<file path="config.mk">
export PLATFORM = sky130hd
export DESIGN_NAME = tps_prescaler
export DESIGN_NICKNAME = d
export VERILOG_FILES = /design/src/common/tps_pkg.sv /design/src/design/tps_prescaler.sv
export SDC_FILE = /design/constraint.sdc
export NUM_CORES = 1
export LEC_CHECK = 0
export ABC_AREA = 1
export BUFFER_PORTS_ARGS = -buffer_cell sky130_fd_sc_hd__buf_2
export CORE_MARGIN = 5
export CORE_UTILIZATION = 35
export DETAILED_ROUTE_END_ITERATION = 6
export GPL_TIMING_DRIVEN = 0
export PLACE_DENSITY = 0.63
export SETUP_SLACK_MARGIN = 0.05
export SKIP_CTS_REPAIR_TIMING = 1
export SLEW_MARGIN = 10
export SYNTH_ARGS = -nofsm -noshare
export SYNTH_HDL_FRONTEND = slang
export SYNTH_SLANG_ARGS = --single-unit
</file>
<file path="constraint.sdc">
create_clock -name clk_i -period 2.73 [get_ports clk_i]
set_clock_uncertainty 0.05 [all_clocks]
set_input_delay 0.6825 -clock clk_i [delete_from_list [all_inputs] [get_ports clk_i]]
set_output_delay 0.6825 -clock clk_i [all_outputs]
set_load 0.03 [all_outputs]
</file>
<file path="src/common/tps_pkg.sv">
// tps_pkg: constants and types for the timer 4..7 prescaler block
// assumes one 40 MHz system clock and a classic wishbone bus
`default_nettype none
package tps_pkg;
   // bus geometry: byte address is four times the register index
   localparam int ADR_W = 18;
   localparam int IDX_W = 16;
   localparam logic [IDX_W-1:0] IDX_CTRL45 = 16'hFF24;
   localparam logic [IDX_W-1:0] IDX_CTRL67 = 16'hFF25;
   localparam logic [IDX_W-1:0] IDX_SRC = 16'hFF27;
   // field positions inside both control registers
   localparam int GATE_HI = 7;
   localparam int RATIO_HI = 4;
   localparam int GATE_LO = 3;
   localparam int RATIO_LO = 0;
   localparam int RATIO_W = 3;
   localparam int SRC_W = 4;
   localparam int CNT_W = 12;
   localparam int NTIM = 4;
   // reset values
   localparam logic [7:0] CTRL_RST = 8'h00;
   localparam logic [SRC_W-1:0] SRC_RST = 4'h0;
   // divisors indexed by ratio code, high and low speed source
   localparam logic [12:0] HS_DIV [8] = '{
      13'h0001, 13'h0002, 13'h0008, 13'h0020,
      13'h0040, 13'h0100, 13'h0400, 13'h1000};
   localparam logic [12:0] LS_DIV [8] = '{
      13'h0001, 13'h0002, 13'h0004, 13'h0008,
      13'h0010, 13'h0020, 13'h0040, 13'h0080};
   // software visible registers
   typedef struct packed {
      logic [7:0] ctrl45;
      logic [7:0] ctrl67;
      logic [SRC_W-1:0] src;
   } tps_regs_t;
   // whole state of the block
   typedef struct packed {
      tps_regs_t r;
      logic [2:0] hs;
      logic [2:0] ls;
      logic [NTIM-1:0][CNT_W-1:0] cnt;
      logic [NTIM-1:0] tick;
      logic ack;
      logic [7:0] rdat;
   } tps_state_t;
endpackage : tps_pkg
`default_nettype wire

</file>
<file path="src/design/tps_prescaler.sv">
// tps_prescaler: prescaler gating, ratio and source for timers 4 to 7
// assumes a classic wishbone master on clk_i; both oscillators arrive
// as asynchronous pins well below half the system clock rate
// Behaviour
// - timer 5 gets its prescaled clock only while its gate bit is 1, reset 0.
// - timer 4 has its own read/write gate bit, on at 1, off at 0, reset 0.
// - the timer 7 gate bit is bit 7 of the second register, reset 0.
// - the timer 6 gate bit is bit 3 of the second register, reset 0.
// - timer 5 ratio is a 3-bit field at bits 6..4 of the first register.
// - timer 7 ratio is a 3-bit field at bits 6..4 of the second register.
// - timer 6 ratio is a 3-bit field at bits 2..0 of the second register.
// - timer 4 ratio is a 3-bit field at bits 2..0 of the first register.
// - on the fast source codes 111..100 divide by 4096, 1024, 256, 64.
// - codes 011..000 divide fast by 32, 8, 2, 1 and slow by 8, 4, 2, 1.
// - a per-timer source bit picks the slow source at 1, fast at 0.
`default_nettype none
module tps_prescaler (
   // system
   input wire logic clk_i,
   input wire logic rst_i,
   // wishbone slave
   input wire logic wb_cyc_i,
   input wire logic wb_stb_i,
   input wire logic wb_we_i,
   input wire logic [tps_pkg::ADR_W-1:0] wb_adr_i,
   input wire logic [3:0] wb_sel_i,
   input wire logic [31:0] wb_dat_i,
   output logic [31:0] wb_dat_o,
   output logic wb_ack_o,
   // oscillator pins
   input wire logic high_speed_oscillator_i,
   input wire logic low_speed_oscillator_i,
   // prescaled clock enables, bit 0 is timer 4
   output logic [tps_pkg::NTIM-1:0] tick_o
);

   tps_pkg::tps_state_t s_q;
   tps_pkg::tps_state_t s_d;

   logic req;
   logic wr_ok;
   logic hit45;
   logic hit67;
   logic hitsrc;
   logic wr45;
   logic wr67;
   logic wrsrc;
   logic hs_edge;
   logic ls_edge;
   logic [tps_pkg::NTIM-1:0] gate;
   logic [tps_pkg::NTIM-1:0] pick;
   logic [tps_pkg::NTIM-1:0] src_edge;
   logic [tps_pkg::NTIM-1:0][tps_pkg::RATIO_W-1:0] ratio;
   logic [tps_pkg::NTIM-1:0][tps_pkg::CNT_W-1:0] term;

   // terminal count for a ratio code on the chosen source
   function automatic logic [tps_pkg::CNT_W-1:0] term_of(
      input logic [tps_pkg::RATIO_W-1:0] code,
      input logic low
   );
      logic [12:0] div;
      div = low ? tps_pkg::LS_DIV[code] : tps_pkg::HS_DIV[code];
      return div[tps_pkg::CNT_W-1:0] - 12'h001;
   endfunction : term_of

   // register index match, low two address bits ignored
   function automatic logic idx_hit(
      input logic [tps_pkg::ADR_W-1:0] adr,
      input logic [tps_pkg::IDX_W-1:0] idx
   );
      return adr[tps_pkg::ADR_W-1:2] == idx;
   endfunction : idx_hit

   // bus decode; a write lands on the edge that sees ack high
   assign req = wb_cyc_i & wb_stb_i;
   assign wr_ok = req & wb_we_i & s_q.ack & wb_sel_i[0];
   assign hit45 = idx_hit(wb_adr_i, tps_pkg::IDX_CTRL45);
   assign hit67 = idx_hit(wb_adr_i, tps_pkg::IDX_CTRL67);
   assign hitsrc = idx_hit(wb_adr_i, tps_pkg::IDX_SRC);
   assign wr45 = wr_ok & hit45;
   assign wr67 = wr_ok & hit67;
   assign wrsrc = wr_ok & hitsrc;

   // rising edges seen on the second and third sync stages only
   assign hs_edge = s_q.hs[1] & ~s_q.hs[2];
   assign ls_edge = s_q.ls[1] & ~s_q.ls[2];

   // per-timer fields pulled out of the two control registers
   // timer 4 gate
   assign gate[0] = s_q.r.ctrl45[tps_pkg::GATE_LO];
   assign gate[1] = s_q.r.ctrl45[tps_pkg::GATE_HI];
   assign gate[2] = s_q.r.ctrl67[tps_pkg::GATE_LO];
   assign gate[3] = s_q.r.ctrl67[tps_pkg::GATE_HI];
   assign ratio[0] = s_q.r.ctrl45[tps_pkg::RATIO_LO +: tps_pkg::RATIO_W];
   assign ratio[1] = s_q.r.ctrl45[tps_pkg::RATIO_HI +: tps_pkg::RATIO_W];
   assign ratio[2] = s_q.r.ctrl67[tps_pkg::RATIO_LO +: tps_pkg::RATIO_W];
   assign ratio[3] = s_q.r.ctrl67[tps_pkg::RATIO_HI +: tps_pkg::RATIO_W];
   assign pick = s_q.r.src;

   // source choice and divisor for each timer
   for (genvar g = 0; g < tps_pkg::NTIM; g++) begin : g_tim
      assign src_edge[g] = pick[g] ? ls_edge : hs_edge;
      assign term[g] = term_of(ratio[g], pick[g]);
   end

   // next state: bus, synchronisers, prescale counters
   always_comb begin
      s_d = s_q;
      s_d.hs = {s_q.hs[1:0], high_speed_oscillator_i};
      s_d.ls = {s_q.ls[1:0], low_speed_oscillator_i};
      // one-cycle ack, dropped in the cycle after it was given
      s_d.ack = req & ~s_q.ack;
      if (req & ~s_q.ack) begin
         if (hit45) begin
            s_d.rdat = s_q.r.ctrl45;
         end else if (hit67) begin
            s_d.rdat = s_q.r.ctrl67;
         end else if (hitsrc) begin
            s_d.rdat = {4'h0, s_q.r.src};
         end else begin
            s_d.rdat = 8'h00;
         end
      end
      if (wr45) begin
         s_d.r.ctrl45 = wb_dat_i[7:0];
      end
      if (wr67) begin
         s_d.r.ctrl67 = wb_dat_i[7:0];
      end
      if (wrsrc) begin
         s_d.r.src = wb_dat_i[tps_pkg::SRC_W-1:0];
      end
      // a disabled timer holds its divider in reset so a later
      // enable starts a full period rather than a stray short one
      for (int i = 0; i < tps_pkg::NTIM; i++) begin
         s_d.tick[i] = 1'b0;
         if (!gate[i]) begin
            s_d.cnt[i] = '0;
         end else if (src_edge[i]) begin
            // >= so a ratio cut mid-period does not wrap to 4096
            if (s_q.cnt[i] >= term[i]) begin
               s_d.cnt[i] = '0;
               s_d.tick[i] = 1'b1;
            end else begin
               s_d.cnt[i] = s_q.cnt[i] + 12'h001;
            end
         end
      end
   end

   // state register; sync stages also cleared so no edge at release
   always_ff @(posedge clk_i) begin
      if (rst_i) begin
         s_q <= '{
            r: '{ctrl45: tps_pkg::CTRL_RST,
                  ctrl67: tps_pkg::CTRL_RST,
                  src: tps_pkg::SRC_RST},
            hs: 3'h0,
            ls: 3'h0,
            cnt: '0,
            tick: 4'h0,
            ack: 1'b0,
            rdat: 8'h00};
      end else begin
         s_q <= s_d;
      end
   end

   // outputs straight from flip-flops
   assign wb_ack_o = s_q.ack;
   assign wb_dat_o = {24'h000000, s_q.rdat};
   assign tick_o = s_q.tick;
endmodule : tps_prescaler
`default_nettype wire

</file>
==> impl_metrics.py <==
metrics = {
    "timing": {
        "whs_ns": 0.351,
        "rsz0062_at_grt": "no",
        "period_share_pct": 86.5,
        "report.final.setup_viol": 0,
        "final.setup.tns_ns": 0,
        "fin_crit_ns": 2.36,
        "layout_setup_ws_ns": 0.368,
        "hold_viol": 0,
        "tightest_slew_ns": 0.654,
        "relSlewSlack_pct": 56.4,
        "timing.fmax_mhz": 423,
        "slew_viol_final": 0,
    },
    "setup_path": {
        "arrival_ns": 2.60,
        "setup.worst_path.end_class": "register",
        "path_max_fanout": 8,
        "cp-start-kind": "register",
        "worst-endpoint-required_ns": 2.97,
        "crit_type": "reg2reg",
    },
    "clocking": {
        "ctsLongestPathBuffers": 2,
        "cts_num_sinks": 87,
        "cts_max_level": 3,
        "cts_tree": "built",
        "path_clk_slew_ns": 0.07,
        "cts-buffers-inserted": 9,
        "clockRootBuffer": "clkbuf_16",
        "clk_latency_ns": 0.35,
    },
    "pwr": {
        "power_frac_seq_pct": 46.1,
        "p_int_mw": 2.13,
        "swShare_pct": 23.4,
        "leakagePower_nw": 3.22,
        "pwr-share-clk_pct": 47.4,
        "pwr_density_cell_mw_per_mm2": 414,
        "switchingPower_mw": 0.648,
        "power_frac_comb_pct": 6.5,
        "peakVddDrop_uv": 303,
    },
    "place": {
        "post-place-ws_ns": 0.178,
        "hpwlAfterDp_microns": 10500,
        "port_buffers": 44,
        "place.gp.congestion": 0.811,
    },
    "die": {
        "start_util_pct": 35.4,
        "dieArea_sq_mm": 0.0193,
        "placementRows": 47,
        "die_h_microns": 139,
        "design.core.area_sq_mm": 0.0164,
        "die_w_microns": 139,
        "io_pins": 98,
    },
    "synthesis": {
        "synthMostInstantiatedCell": "nand2_1",
        "synthCells": 880,
        "yosys_warnings": 0,
        "ys_seq_area_share_pct": 30.0,
        "synthArstFlopShare_pct": 0,
        "synth_flop_cell": "dfxtp_1",
        "synth_top_cell_by_area": "dfxtp_1",
        "synth-seq-cells": 87,
        "synth_area_leaders": "dfxtp_1, nand2_1, ha_1, inv_1, nor2_1",
        "synth_area_sq_mm": 0.00580,
        "yosys.area.top_type_share_pct": 30.0,
        "synth_edf_count": 0,
        "syn_avg_cell_area_sq_um": 6.59,
        "yosysUniqueCellTypes": 35,
        "ys_top_cells_by_count": "nand2_1, inv_1, nor2_1",
    },
    "global_route": {
        "grt_use_total_pct": 13.9,
        "grt_antenna_before_repair": 0,
        "grt_overflow": 0,
        "grt_pass1_wl_microns": 22400,
        "grt_max_degree": 15,
        "grt_pass1_vias": 4830,
    },
    "finish": {
        "drive_above_1_share_pct": 12.3,
        "num-nets-final": 1069,
        "area_growth_pct": 15.5,
        "diodes": 0,
    },
    "drt": {
        "drc": 0,
        "dr.first_iter.drc_count": 279,
        "ant_nets": 0,
        "vias": 5225,
        "viasPerCell": 4.42,
        "wl_per_cell_microns": 11.2,
        "wirelength_microns": 13300,
        "drt-pass1-iter-count": 5,
    },
    "flow_run": {
        "cap_violations": 0,
    },
    "hold_path": {
        "hp-class": "reg2reg",
    },
    "run_status": {
        "status": "complete, no violations",
    },
}
[sequential cells by signal, summed over array words and instances, names as in the netlist]
register  flops
s_d           4
wb_ack_o      1
ratio        12
pick          4
tick_o        4
s_q          50
gate          4
wb_dat_o      8
[final cells by class]
class / instances / area [sq um]
fillers: 1762 / 9710
multi-input cells: 640 / 3350
flip-flops and latches: 87 / 1740
inverters: 129 / 484
plain buffers: 45 / 315
well taps: 220 / 275
clock buffers: 12 / 267
repair buffers: 44 / 220
clock inverters: 4 / 52.6
[path summary, 6_finish.rpt]
path | startpoint | endpoint | slack (ns) | cells past startpoint
min | s_d[62] | s_d[63] | 0.35 | 2
max reg2reg | ratio[10] | s_q[53] | 0.37 | 14
max | ratio[10] | s_q[53] | 0.37 | 14
min reg2reg | s_d[62] | s_d[63] | 0.35 | 2
[power groups by stage]
stage                     registers (mW)  logic, mW  clock network (mW)
after floorplan                     1.31      0.131                   0
after global placement              1.31      0.179                   0
after detailed placement            1.31      0.179                   0
after CTS                           1.28      0.180                1.35
after global routing                1.28      0.198                1.41
final                               1.28      0.180                1.31
[worst max-delay path: stages, from the launching register on]
cell and delay [ns]:
dfxtp_1 0.31, clkbuf_1 0.26, nor2_1 0.13, nor3_1 0.21, inv_1 0.07, ha_1 0.29
nand2_1 0.09, inv_1 0.04, nand2_1 0.06, nand2_1 0.05, nand2_1 0.06, nand2_1 0.07
o21ai_0 0.27, nand2_2 0.19, nor2_1 0.13
[through the flow]
step | cells | cell area [sq um] | util [%] | power, mW
after floorplan | 903 | 5890 | - | 1.44
after global placement | 1167 | 6380 | 38.9 | 1.49
after detailed placement | 1167 | 6380 | 38.9 | 1.49
after CTS | 1183 | 6700 | 40.9 | 2.81
after global routing | 1181 | 6700 | 40.8 | 2.89
final | 1181 | 6700 | 40.8 | 2.77
[metal layers]
metal	track usage [%]	part of all wire [%]	vias to the layer above
met4	3.14	1.3	0
met1	18.2	49	2246
met2	23.0	46	77
met3	3.52	4.4	14
met5	0	0	-
li1	-	-	2888
[kinds of logic (layout without fill, tap and decap cells)]
logic type	Yosys count	count (layout)	synth area share (%)
AND/OR/NAND/NOR	435	435	31.5
buffers and inverters	176	234	13.9
AO/OA/AOI/OAI	109	109	10.3
flip-flops	87	87	30.0
adder cells (fa/ha/maj)	52	52	11.2
XOR/XNOR	20	20	3.02
other	1	24	0.0646
[placed cells by master (no fill, tap or decap), types with 4 or more instances in the layout]
master     synthesis  final
clkbuf_16          0      9
xor2_1            18     18
inv_1            126    126
buf_4             38     38
nand4_1           11     11
ha_1              52     52
buf_2              2     46
nor3_1             6      6
nor2_1           124    124
o21bai_1           8      8
conb_1             1     24
o21ai_0           33     32
a21oi_1           57     57
dfxtp_1           87     87
nand2_1          215    213
nand2_2            2      4
nand3_1           65     65
Note: power is estimated with default switching activity, not from simulation.
